==> src/sfa_pkg.sv <==
// package for the two-wire master that drives the sensor register port
// assumes a 100 MHz hclk and a device that answers on an open-drain line
package sfa_pkg;
	// bus clock rate and derived half period in hclk cycles
	localparam int SFA_HCLK_KHZ    = 100000;            // system clock
	localparam int SFA_SCL_KHZ     = 400;               // fastest link rate
	localparam int SFA_HALF_CYC    =
		(SFA_HCLK_KHZ + 2 * SFA_SCL_KHZ - 1) / (2 * SFA_SCL_KHZ); // round up
	// device address and direction bit
	localparam logic [6:0] SFA_DEV_ADDR = 7'h5E;        // 0b1011110
	localparam logic       SFA_DIR_WR   = 1'b0;         // master writes
	localparam logic       SFA_DIR_RD   = 1'b1;         // master reads
	// device register offsets
	localparam logic [7:0] SFA_REG_FIFO_DATA = 8'h07;   // non-incrementing
	localparam logic [7:0] SFA_REG_ELEM_LO   = 8'h09;   // first/second select
	localparam logic [7:0] SFA_REG_ELEM_HI   = 8'h0A;   // third/fourth select
	localparam int         SFA_BYTES_PER_ELEM = 3;      // bytes per element
	// element select codes
	localparam logic [3:0] SFA_ELEM_NONE = 4'h0;        // slot unused
	// own register offsets on the ahb side
	localparam logic [7:0] SFA_OFF_CMD    = 8'h00;      // command word
	localparam logic [7:0] SFA_OFF_STATUS = 8'h04;      // status word
	localparam logic [7:0] SFA_OFF_RDATA  = 8'h08;      // last read byte
	localparam logic [7:0] SFA_OFF_ELEM   = 8'h0C;      // sample byte count
	// command word field positions
	localparam int SFA_CMD_DATA_LSB = 0;                // write data byte
	localparam int SFA_CMD_REG_LSB  = 8;                // register address
	localparam int SFA_CMD_RD_BIT   = 16;               // 1 = read
	localparam int SFA_CMD_GO_BIT   = 31;               // start transfer
	// reset values
	localparam logic [31:0] SFA_ZERO32 = 32'h0000_0000; // zero word
	// transfer states, gray in declaration order
	typedef enum logic [3:0] {
		SFA_IDLE  = 4'h0,
		SFA_START = 4'h1,
		SFA_BITLO = 4'h3,
		SFA_BITHI = 4'h2,
		SFA_ACKLO = 4'h6,
		SFA_ACKHI = 4'h7,
		SFA_NEXT  = 4'h5,
		SFA_RSTRT = 4'h4,
		SFA_STOPL = 4'hC,
		SFA_STOPH = 4'hD,
		SFA_STOPE = 4'hF
	} sfa_state_t;
	// phases within one transfer
	typedef enum logic [2:0] {
		SFA_PH_ADDRW = 3'h0,
		SFA_PH_REG   = 3'h1,
		SFA_PH_WDATA = 3'h3,
		SFA_PH_ADDRR = 3'h2,
		SFA_PH_RDATA = 3'h6
	} sfa_phase_t;
	// open-drain pin carrier
	typedef struct packed {
		logic o;   // driven level, always low
		logic oe;  // high while driving low
	} sfa_od_t;
endpackage : sfa_pkg

==> src/sfa_master.sv <==
// two-wire master for the biosensor register port, ahb-lite slave side
// assumes one target on the wires, pull-ups outside, scl returned as input
//
// Contract
// - master makes clock up to 400kHz
// - eight bits msb first, then ack
// - start/stop are sda edges while scl high
// - sda changes only while scl low
// - never stop in start's high pulse
// - repeated start keeps bus, new address
// - device address 0b1011110, bytes BC/BD
// - address lsb selects write or read
// - master acks reads, nacks last, stops
// - write: address, register, data bytes
// - read: write register, restart, read
// - master retries on missing acknowledge
//
// Our own choice: the AHB-Lite interface to the registers.
`timescale 1ns/1ps
module sfa_master #(
	parameter int HALF_CYC  = sfa_pkg::SFA_HALF_CYC,  // scl half period
	parameter int RETRY_MAX = 3                       // nack retries
) (
	input  wire logic              hclk,
	input  wire logic              hresetn,
	input  wire logic              hsel,
	input  wire logic [31:0]       haddr,
	input  wire logic [1:0]        htrans,
	input  wire logic              hwrite,
	input  wire logic [2:0]        hsize,
	input  wire logic [31:0]       hwdata,
	input  wire logic              hready,
	output logic [31:0]            hrdata,
	output logic                   hreadyout,
	output logic                   hresp,
	output logic                   scl_o,
	output logic                   scl_oe,
	input  wire logic              scl_i,
	output logic                   sda_o,
	output logic                   sda_oe,
	input  wire logic              sda_i
);
	import sfa_pkg::*;

	// synchronisers for the wire levels
	logic [1:0]  sda_sync_r;       // sda two-stage
	logic [1:0]  scl_sync_r;       // scl two-stage, observed only
	// ahb address phase capture
	logic        ahb_wr_r;         // pending write
	logic        ahb_rd_r;         // pending read
	logic [7:0]  ahb_off_r;        // pending offset
	// transfer control
	sfa_state_t  st_r;             // bit engine state
	sfa_phase_t  ph_r;             // which byte of the transfer
	logic [15:0] div_r;            // half-period counter
	logic [3:0]  bit_r;            // bit index in byte
	logic [7:0]  sh_r;             // shift register
	logic        busy_r;           // transfer running
	logic        is_rd_r;          // current command reads
	logic [7:0]  reg_r;            // register address
	logic [7:0]  wdat_r;           // write data byte
	logic [7:0]  rdat_r;           // last byte read
	logic        nack_r;           // last attempt failed
	logic [1:0]  retry_r;          // retries used
	logic        done_r;           // sticky completion
	logic [7:0]  elem_lo_r;        // shadow of select low
	logic [7:0]  elem_hi_r;        // shadow of select high
	sfa_od_t     scl_od_r;         // scl drive
	sfa_od_t     sda_od_r;         // sda drive
	sfa_od_t     sda_dly_r;        // sda drive, one hclk behind scl
	logic        tick;             // half period elapsed

	// count of enabled elements times three, bytes in one sample
	function automatic logic [3:0] sfa_sample_bytes(input logic [7:0] lo,
		input logic [7:0] hi);
		logic [2:0] n;
		n = 3'(lo[3:0] != SFA_ELEM_NONE) + 3'(lo[7:4] != SFA_ELEM_NONE)
			+ 3'(hi[3:0] != SFA_ELEM_NONE) + 3'(hi[7:4] != SFA_ELEM_NONE);
		return 4'(n * SFA_BYTES_PER_ELEM);
	endfunction : sfa_sample_bytes

	// two-flop synchronisers on the pins
	always_ff @(posedge hclk or negedge hresetn) begin
		if (!hresetn) begin
			sda_sync_r <= 2'h3;
			scl_sync_r <= 2'h3;
		end else begin
			sda_sync_r <= {sda_sync_r[0], sda_i};
			scl_sync_r <= {scl_sync_r[0], scl_i};
		end
	end

	assign tick = (div_r == 16'(HALF_CYC - 1));

	// ahb address phase, one-cycle zero-wait slave
	always_ff @(posedge hclk or negedge hresetn) begin
		if (!hresetn) begin
			ahb_wr_r  <= 1'b0;
			ahb_rd_r  <= 1'b0;
			ahb_off_r <= 8'h00;
		end else if (hready) begin
			ahb_wr_r  <= hsel && htrans[1] && hwrite;
			ahb_rd_r  <= hsel && htrans[1] && !hwrite;
			ahb_off_r <= haddr[7:0];
		end
	end

	// read data mux registered for the data phase
	always_ff @(posedge hclk or negedge hresetn) begin
		if (!hresetn) begin
			hrdata <= SFA_ZERO32;
		end else if (hready && hsel && htrans[1] && !hwrite) begin
			unique case (haddr[7:0])
				SFA_OFF_CMD:    hrdata <= {15'h0, is_rd_r, reg_r, wdat_r};
				SFA_OFF_STATUS: hrdata <= {28'h0, retry_r == 2'(RETRY_MAX),
					nack_r, done_r, busy_r};
				SFA_OFF_RDATA:  hrdata <= {24'h0, rdat_r};
				SFA_OFF_ELEM:   hrdata <= {28'h0,
					sfa_sample_bytes(elem_lo_r, elem_hi_r)};
				default:        hrdata <= SFA_ZERO32; // unmapped reads zero
			endcase
		end
	end

	// ahb answers are always ready and okay
	always_ff @(posedge hclk or negedge hresetn) begin
		if (!hresetn) begin
			hreadyout <= 1'b1;
			hresp     <= 1'b0;
		end else begin
			hreadyout <= 1'b1;
			hresp     <= 1'b0;
		end
	end

	// half-period divider, runs only while busy
	always_ff @(posedge hclk or negedge hresetn) begin
		if (!hresetn) div_r <= 16'h0;
		else if (!busy_r || tick) div_r <= 16'h0;
		else div_r <= div_r + 16'h1;
	end

	// bit engine and command handling
	always_ff @(posedge hclk or negedge hresetn) begin
		if (!hresetn) begin
			st_r      <= SFA_IDLE;
			ph_r      <= SFA_PH_ADDRW;
			bit_r     <= 4'h0;
			sh_r      <= 8'h00;
			busy_r    <= 1'b0;
			is_rd_r   <= 1'b0;
			reg_r     <= 8'h00;
			wdat_r    <= 8'h00;
			rdat_r    <= 8'h00;
			nack_r    <= 1'b0;
			retry_r   <= 2'h0;
			done_r    <= 1'b0;
			elem_lo_r <= 8'h00;
			elem_hi_r <= 8'h00;
			scl_od_r  <= '0;
			sda_od_r  <= '0;
		end else if (!busy_r) begin
			// idle: both lines released, wait for a command
			scl_od_r <= '0;
			sda_od_r <= '0;
			if (ahb_wr_r && ahb_off_r == SFA_OFF_CMD
				&& hwdata[SFA_CMD_GO_BIT]) begin
				busy_r  <= 1'b1;
				done_r  <= 1'b0;
				nack_r  <= 1'b0;
				retry_r <= 2'h0;
				is_rd_r <= hwdata[SFA_CMD_RD_BIT];
				reg_r   <= hwdata[SFA_CMD_REG_LSB +: 8];
				wdat_r  <= hwdata[SFA_CMD_DATA_LSB +: 8];
				ph_r    <= SFA_PH_ADDRW;
				st_r    <= SFA_START;
			end
		end else if (tick) begin
			unique case (st_r)
				SFA_START: begin
					// sda falls while scl released high
					sda_od_r <= '{o: 1'b0, oe: 1'b1};
					sh_r     <= (ph_r == SFA_PH_ADDRR)
						? {SFA_DEV_ADDR, SFA_DIR_RD}
						: {SFA_DEV_ADDR, SFA_DIR_WR};
					bit_r    <= 4'h0;
					st_r     <= SFA_BITLO;
				end
				SFA_BITLO: begin
					// scl low, then set data bit msb first
					scl_od_r <= '{o: 1'b0, oe: 1'b1};
					if (ph_r == SFA_PH_RDATA)
						sda_od_r <= '0; // release for device
					else
						sda_od_r <= '{o: 1'b0, oe: !sh_r[7]};
					st_r <= SFA_BITHI;
				end
				SFA_BITHI: begin
					// release scl, sample before it goes high
					scl_od_r <= '0;
					sh_r     <= {sh_r[6:0], sda_sync_r[1]};
					bit_r    <= bit_r + 4'h1;
					st_r     <= (bit_r == 4'h7) ? SFA_ACKLO : SFA_BITLO;
				end
				SFA_ACKLO: begin
					// ninth clock: ack from device or master
					scl_od_r <= '{o: 1'b0, oe: 1'b1};
					if (ph_r == SFA_PH_RDATA) begin
						rdat_r   <= sh_r;
						sda_od_r <= '{o: 1'b0, oe: 1'b0}; // nack, single byte
					end else begin
						sda_od_r <= '0;
					end
					st_r <= SFA_ACKHI;
				end
				SFA_ACKHI: begin
					scl_od_r <= '0;
					if (ph_r != SFA_PH_RDATA && sda_sync_r[1])
						nack_r <= 1'b1;
					st_r <= SFA_NEXT;
				end
				SFA_NEXT: begin
					// pull scl low and choose the following byte
					scl_od_r <= '{o: 1'b0, oe: 1'b1};
					bit_r    <= 4'h0;
					if (nack_r || ph_r == SFA_PH_RDATA
						|| ph_r == SFA_PH_WDATA) begin
						sda_od_r <= '{o: 1'b0, oe: 1'b1};
						st_r     <= SFA_STOPL;
					end else if (ph_r == SFA_PH_ADDRW) begin
						ph_r <= SFA_PH_REG;
						sh_r <= reg_r;
						st_r <= SFA_BITLO;
					end else if (ph_r == SFA_PH_ADDRR) begin
						// read address taken, clock in the data byte
						ph_r <= SFA_PH_RDATA;
						st_r <= SFA_BITLO;
					end else if (is_rd_r) begin
						sda_od_r <= '0; // high ahead of restart
						ph_r     <= SFA_PH_ADDRR;
						st_r     <= SFA_RSTRT;
					end else begin
						ph_r <= SFA_PH_WDATA;
						sh_r <= wdat_r;
						st_r <= SFA_BITLO;
					end
				end
				SFA_RSTRT: begin
					// scl released with sda high, start follows
					scl_od_r <= '0;
					st_r     <= SFA_START;
				end
				SFA_STOPL: begin
					scl_od_r <= '0;
					st_r     <= SFA_STOPH;
				end
				SFA_STOPH: begin
					// sda rises while scl high, separate pulse
					sda_od_r <= '0;
					st_r     <= SFA_STOPE;
				end
				SFA_STOPE: begin
					if (nack_r && retry_r != 2'(RETRY_MAX)) begin
						retry_r <= retry_r + 2'h1;
						nack_r  <= 1'b0;
						ph_r    <= SFA_PH_ADDRW;
						st_r    <= SFA_START;
					end else begin
						if (!nack_r && !is_rd_r) begin
							// keep shadow of element selects
							if (reg_r == SFA_REG_ELEM_LO) elem_lo_r <= wdat_r;
							if (reg_r == SFA_REG_ELEM_HI) elem_hi_r <= wdat_r;
						end
						busy_r <= 1'b0;
						done_r <= 1'b1;
						st_r   <= SFA_IDLE;
					end
				end
				default: st_r <= SFA_IDLE;
			endcase
		end
	end

	// pin drives straight from flops, scl low only when driven
	// sda lags scl by one hclk, so data never moves on a clock edge
	always_ff @(posedge hclk or negedge hresetn) begin
		if (!hresetn) begin
			scl_o     <= 1'b0;
			scl_oe    <= 1'b0;
			sda_dly_r <= '0;
			sda_o     <= 1'b0;
			sda_oe    <= 1'b0;
		end else begin
			scl_o     <= scl_od_r.o;
			scl_oe    <= scl_od_r.oe;
			sda_dly_r <= sda_od_r;
			sda_o     <= sda_dly_r.o;
			sda_oe    <= sda_dly_r.oe;
		end
	end
endmodule : sfa_master

==> config.mk <==
export PLATFORM = sky130hd
export DESIGN_NAME = sfa_master
export DESIGN_NICKNAME = d
export VERILOG_FILES = /design/src/sfa_pkg.sv /design/src/sfa_master.sv
export SDC_FILE = /design/constraint.sdc
export NUM_CORES = 1
export LEC_CHECK = 0
export BUFFER_PORTS_ARGS = -buffer_cell sky130_fd_sc_hd__buf_2
export CAP_MARGIN = 40
export CELL_PAD_IN_SITES_DETAIL_PLACEMENT = 0
export CELL_PAD_IN_SITES_GLOBAL_PLACEMENT = 1
export CORE_ASPECT_RATIO = 0.9
export CORE_MARGIN = 10
export CORE_UTILIZATION = 40
export DETAILED_ROUTE_END_ITERATION = 10
export HOLD_SLACK_MARGIN = 0.03
export PLACE_DENSITY_LB_ADDON = 0.1
export SLEW_MARGIN = 40
export SYNTH_ARGS = -nofsm -noshare
export SYNTH_HDL_FRONTEND = slang
export SYNTH_SLANG_ARGS = --single-unit
export TNS_END_PERCENT = 5
==> constraint.sdc <==
create_clock -name hclk -period 5.3 [get_ports hclk]
set_clock_uncertainty 0.2 [all_clocks]
set_input_delay 1.06 -clock hclk [delete_from_list [all_inputs] [get_ports hclk]]
set_output_delay 1.06 -clock hclk [all_outputs]
set_load 0.05 [all_outputs]
## Word-level counts from Yosys, hierarchy flattened

Index checks and enable logic that the tools add are counted.

| operators by class | value |
|---|---|
| add/sub/neg operators | 6 |
| multiply operators | 1 |
| eq/ne operators | 40 |
| multiplexer cells | 59 |
| bitwise operators | 2 |
| reductions and logical operators | 45 |

Operator list:

| operator | number |
|---|---|
| one-hot mux 17 bit (4 select lines) | 1 |
| one-hot mux 4 bit (10 select lines) | 1 |
| 2-to-1 mux 3 bit | 11 |
| == test 8 x 4 -> 1 bit, second input constant | 4 |
| 2-to-1 mux 8 bit | 4 |
| 2-to-1 mux 2 bit | 13 |
| one-hot mux 8 bit (3 select lines) | 1 |
| inequality test 3 bit, second input constant | 7 |
| == test 4 x 3 -> 1 bit, second input constant | 5 |
| 2-to-1 mux 1 bit | 18 |
| AND reduction 6 bit | 3 |
| adder 16 x 1 -> 16 bit, second input constant | 1 |
| == test 16 x 7 -> 1 bit, second input constant | 1 |
| logical NOT 8 bit | 2 |
| 2-to-1 mux 16 bit | 1 |
| 2-to-1 mux 4 bit | 4 |
| nonzero test 4 bit | 4 |
| AND reduction 5 bit | 3 |
| == test 4 bit, second input constant | 3 |
| inequality test 4 bit, second input constant | 3 |
| AND reduction 4 bit | 3 |
| logical AND 1 bit | 10 |
| == test 4 x 2 -> 1 bit, second input constant | 2 |
| == test 8 x 3 -> 1 bit, second input constant | 1 |
| 30 further kinds | 47 |

| storage, ports and cells | value |
|---|---|
| register bits after elaboration | 134 |
| bits of input ports | 76 |
| output and inout port bits | 38 |
| logic and storage cells | 182 |

## Logic depth before layout (Yosys ltp)

| logic depth | value |
|---|---|
| depth after elaboration | 7 |
| depth in mapped cells | 10 |
| depth with buffers taken out | 10 |

## Least setup slack after synthesis

No wires, ideal clock.

| path | value |
|---|---|
| path type | reg-to-reg |
| start point | register elem_lo_r[1] |
| end point | register hrdata[1] |
| library setup time | 127 ps |
| arrival | 2494 ps |
| data required time | 4973 ps |
| setup slack | 2479 ps |
| cell stages (with the launch flop) | 11 |
| buffers on the path | 0 |
| clock period less this slack | 2821 ps |
| cells stage by stage | dfrtp_1 -> nor4_1 -> fa_1 -> inv_1 -> ha_1 -> inv_1 -> fa_1 -> inv_1 -> mux4_2 -> inv_1 -> o21ai_0 |

| between the ends | value |
|---|---|
| longest elaborated chain between the ends | 6 |

RTL lines:

| item | RTL line | text |
|---|---|---|
| start: declaration | sfa_master.sv:66 | `logic [7:0] elem_lo_r;` |
| start signal: assignment | sfa_master.sv:271 | `if (reg_r == SFA_REG_ELEM_LO) elem_lo_r <= wdat_r;` |
| nonzero test 4 bit | sfa_master.sv:77 | `n = 3'(lo[3:0] != SFA_ELEM_NONE) + 3'(lo[7:4] != SFA_ELEM_NONE)` |
| adder 1 x 1 -> 2 bit | sfa_master.sv:77 |  |
| adder 2 x 1 -> 3 bit | sfa_master.sv:78 | `+ 3'(hi[3:0] != SFA_ELEM_NONE) + 3'(hi[7:4] != SFA_ELEM_NONE);` |
| adder 3 x 1 -> 3 bit | sfa_master.sv:78 |  |
| multiplier 3 x 2 -> 4 bit | sfa_master.sv:79 | `return 4'(n * SFA_BYTES_PER_ELEM);` |
| one-hot mux 17 bit (4 select lines) | sfa_master.sv:113 | `unique case (haddr[7:0])` |
| end signal: assignment | sfa_master.sv:114 | `SFA_OFF_CMD: hrdata <= {15'h0, is_rd_r, reg_r, wdat_r};` |
| end signal: assignment | sfa_master.sv:115 | `SFA_OFF_STATUS: hrdata <= {28'h0, retry_r == 2'(RETRY_MAX),` |
| end signal: assignment | sfa_master.sv:117 | `SFA_OFF_RDATA: hrdata <= {24'h0, rdat_r};` |
| end: declaration | sfa_master.sv:33 | `output logic [31:0] hrdata,` |

No other way between the ends.
A chain may end at the register's enable or synchronous reset.

## Worst setup path in the final report

| path | value |
|---|---|
| start point | register elem_hi_r[4] |
| end point | register hrdata[1] |

| between the ends | value |
|---|---|
| longest elaborated chain between the ends | 4 |

RTL lines:

| item | RTL line | text |
|---|---|---|
| start: declaration | sfa_master.sv:67 | `logic [7:0] elem_hi_r;` |
| start signal: assignment | sfa_master.sv:272 | `if (reg_r == SFA_REG_ELEM_HI) elem_hi_r <= wdat_r;` |
| nonzero test 4 bit | sfa_master.sv:78 |  |
| adder 3 x 1 -> 3 bit | sfa_master.sv:78 |  |
| multiplier 3 x 2 -> 4 bit | sfa_master.sv:79 |  |
| one-hot mux 17 bit (4 select lines) | sfa_master.sv:113 |  |

No other way between the ends.

==> reports/results.ini <==
[yosys]
yosys_warnings=0
ys_ff_latch=114
synth_async_sr_flop_share=1.00
synth-edff-count=0
syn_area_um2=5620
yosysUniqueCellTypes=58
synth_seq_area_share=0.508
netlist_instances=514
synth_top_flop_cell=dfrtp_1
synth_area_per_cell_um2=10.9

[setup_path]
cp.arrival_ns=3.23
cpMostUsedCell=inv_1
start_kind=flip-flop
worstPathRequired_ns=5.39
path_cells=nor4_1, fa_1, inv_1, ha_1, inv_1, fa_1, inv_1, mux4_2, inv_1, o21ai_0
crit_path_max_fanout=3
path_class=flip-flop to flip-flop
cpPeakStageDelay_ns=0.50
worstSetupEndpointType=flip-flop
slowest_stage=fa_1

[run_status]
status=completed

[pwr]
power_density_nw_per_um2=347
pwr-share-clk=0.487
power.total_mw=2.28
p_sw_frac=0.257
power.leakage_nw=3.11
internal_power_mw=1.69
p_sw_uw=587
p_seq_frac=0.421
peakVddDrop_mv=0.213
pwr-share-comb=0.092

[final_layout]
fin_nets=650
drive_above_1_share=0.259
fillers=1291
area_growth_pct=17.0
finish.utilization=0.473
diodes=0

[floorplanning]
die_y_um=132
initial_core_util=0.404
pin_count=114
fp.dieW_um=145
die_area_um2=19200
rows=41
core_um2=13900

[placement]
dp_worst_setup_slack_ns=2.16
numPortBuffers=51
dp_hpwl_mm=9.49
place_congestion=0.803

[global_route]
grt_pass1_vias=4270
grt_overflow=0
antenna_found_initial=0
grt_pass1_wl_mm=22.4
grt_max_degree=49
grt.total_usage=0.144

[timing]
period_needed_ns=3.13
fmax_ghz=0.319
fin_ws_ns=2.17
slew_headroom=0.543
tightest_slew_ns=0.685
fin_tns_setup_ns=0
grt_setup_unrepaired=false
finalHoldViolations=0
fin_crit_sh=0.591
slew_violations=0
final-setup-viol-count=0

[routing]
detail-route-antenna-nets=0
drc=0
first_iter_violations=258
routed_wl_mm=13.3
first_pass_iters=4
vias=3977
wl_per_cell_um=17.3
viasPerCell=5.15

[clock_network]
cts_buffers=17
cts_sinks=114
htreeDepth=4
insertion_delay_ns=0.41
cts_tree=yes
cts-root-buf=clkbuf_16
cts_hold_buffers=0
clk_path_buf_depth=2
ctsResizeCount=0
postCtsSetupRepairBufs=0
clk_pin_slew_ns=0.05

[job]
max_cap_viol_count=0

[hold_path]
min-delay-path-class=flip-flop to flip-flop

## power by group through the flow
stage | Combinational (mW) | Clock, mW | Sequential (mW)
global placement | 0.202 | 0 | 0.974
detailed placement | 0.208 | 0 | 0.975
global route | 0.235 | 1.17 | 0.967
finish | 0.209 | 1.11 | 0.960
floorplan | 0.181 | 0 | 0.934
CTS | 0.209 | 1.14 | 0.960
## cell usage after synthesis, drive strengths merged, types with 3 or more instances
| master | n | area (um^2) |
|---|---|---|
| nor2b | 6 | 37.5 |
| o22ai | 3 | 18.8 |
| nor3b | 3 | 45.1 |
| xnor2 | 9 | 78.8 |
| buf | 22 | 159 |
| ha | 5 | 62.6 |
| nor4 | 10 | 68.8 |
| o21ai | 27 | 135 |
| and3 | 7 | 43.8 |
| xor2 | 5 | 43.8 |
| dfrtp | 112 | 2800 |
| a22o | 11 | 96.3 |
| nand4 | 8 | 71.3 |
| or4 | 3 | 22.5 |
| or3 | 4 | 25.0 |
| nor3 | 7 | 35.0 |
| mux2i | 11 | 110 |
| mux4 | 4 | 90.1 |
| inv | 24 | 90.1 |
| nand3 | 18 | 95.1 |
| o31ai | 4 | 30.0 |
| a21oi | 18 | 90.1 |
| nor2 | 31 | 116 |
| nand2b | 7 | 43.8 |
| a31oi | 3 | 18.8 |
| nand2 | 44 | 165 |
| fa | 3 | 60.1 |
| a211oi | 6 | 45.0 |
| nand4b | 3 | 26.3 |
| mux2 | 52 | 586 |
| clkbuf | 19 | 71.3 |
## registers in the layout, summed over array words and instances, names as in the netlist, 2 cells and up
register / cells
sda_sync_r: 2
ahb_off_r: 8
rdat_r: 8
ph_r: 3
hrdata: 17
bit_r: 4
wdat_r: 8
retry_r: 2
elem_hi_r: 8
div_r: 16
st_r: 4
elem_lo_r: 8
reg_r: 8
sh_r: 8
## cell type report
| cell class | count | area [um^2] | area share |
|---|---|---|---|
| timing repair buffer | 57 | 303 | 0.0461 |
| clock inverter | 9 | 105 | 0.0160 |
| tap | 193 | 241 | 0.0367 |
| clock buffer | 23 | 468 | 0.0712 |
| inverter | 24 | 90.1 | 0.0137 |
| sequential | 114 | 2860 | 0.434 |
| multi-input combinational | 352 | 2510 | 0.382 |
## through the flow
step                instance area (um^2)  hold WS [ns]  cells
CTS                                 6570         0.154    772
detailed placement                  6000         0.142    740
global route                        6570         0.155    772
floorplan                           5680         0.131    531
finish                              6570         0.149    772
global placement                    6000         0.137    740
## logic make-up after synthesis
| logic type | Yosys count | synth area share |
|---|---|---|
| other cells | 2 | 0.00134 |
| buf+inv | 65 | 0.0570 |
| simple gates | 162 | 0.158 |
| fa+ha+maj | 8 | 0.0218 |
| mux | 67 | 0.140 |
| flops | 114 | 0.508 |
| compound gates | 82 | 0.0920 |
| xor+xnor | 14 | 0.0218 |
## critical path, delay by kind of cell, from the launching register on
kind	cells	cell delay, ns
buf+inv	4	0.24
simple gates	1	0.49
flops	1	0.38
compound gates	1	0.07
fa+ha+maj	3	1.16
mux	1	0.47
## metal layers
layer,GRT usage,vias up,routed length [um]
met2,0.237,82,6580
li1,-,1893,-
met3,0.0341,13,540
met1,0.179,1989,6050
met5,0,-,0
met4,0.0573,0,157
## layout by cell type, fill, tap and decap left out, types with 11 or more instances in the layout
cell type  Yosys  routed
nor2_1        31      31
dfrtp_1      112     112
o21ai_0       27      27
buf_2          1      50
mux2_2        51      51
inv_1         24      24
clkbuf_16      0      17
mux2i_1       11      11
a21oi_1       18      18
nand2_1       44      44
a22o_1        11      11
nand3_1       17      17
conb_1         2      19
## worst paths after layout
check                                            to  depth (start not counted)  slack [ns]                     start
setup / recovery              hrdata[1]$_DFFE_PN0P_                         10        2.17  elem_hi_r[4]$_DFFE_PN0P_
hold reg to reg                    sda_oe$_DFF_PN0_                          0        0.15    sda_dly_r[0]$_DFF_PN0_
min in group asynchronous      bit_r[2]$_DFFE_PN0P_                          1        0.47                   hresetn
hold / removal                     sda_oe$_DFF_PN0_                          0        0.15    sda_dly_r[0]$_DFF_PN0_
setup reg to reg              hrdata[1]$_DFFE_PN0P_                         10        2.17  elem_hi_r[4]$_DFFE_PN0P_
max in group asynchronous  elem_hi_r[3]$_DFFE_PN0P_                          2        3.50                   hresetn
Note: power is estimated with default switching activity, not from simulation.
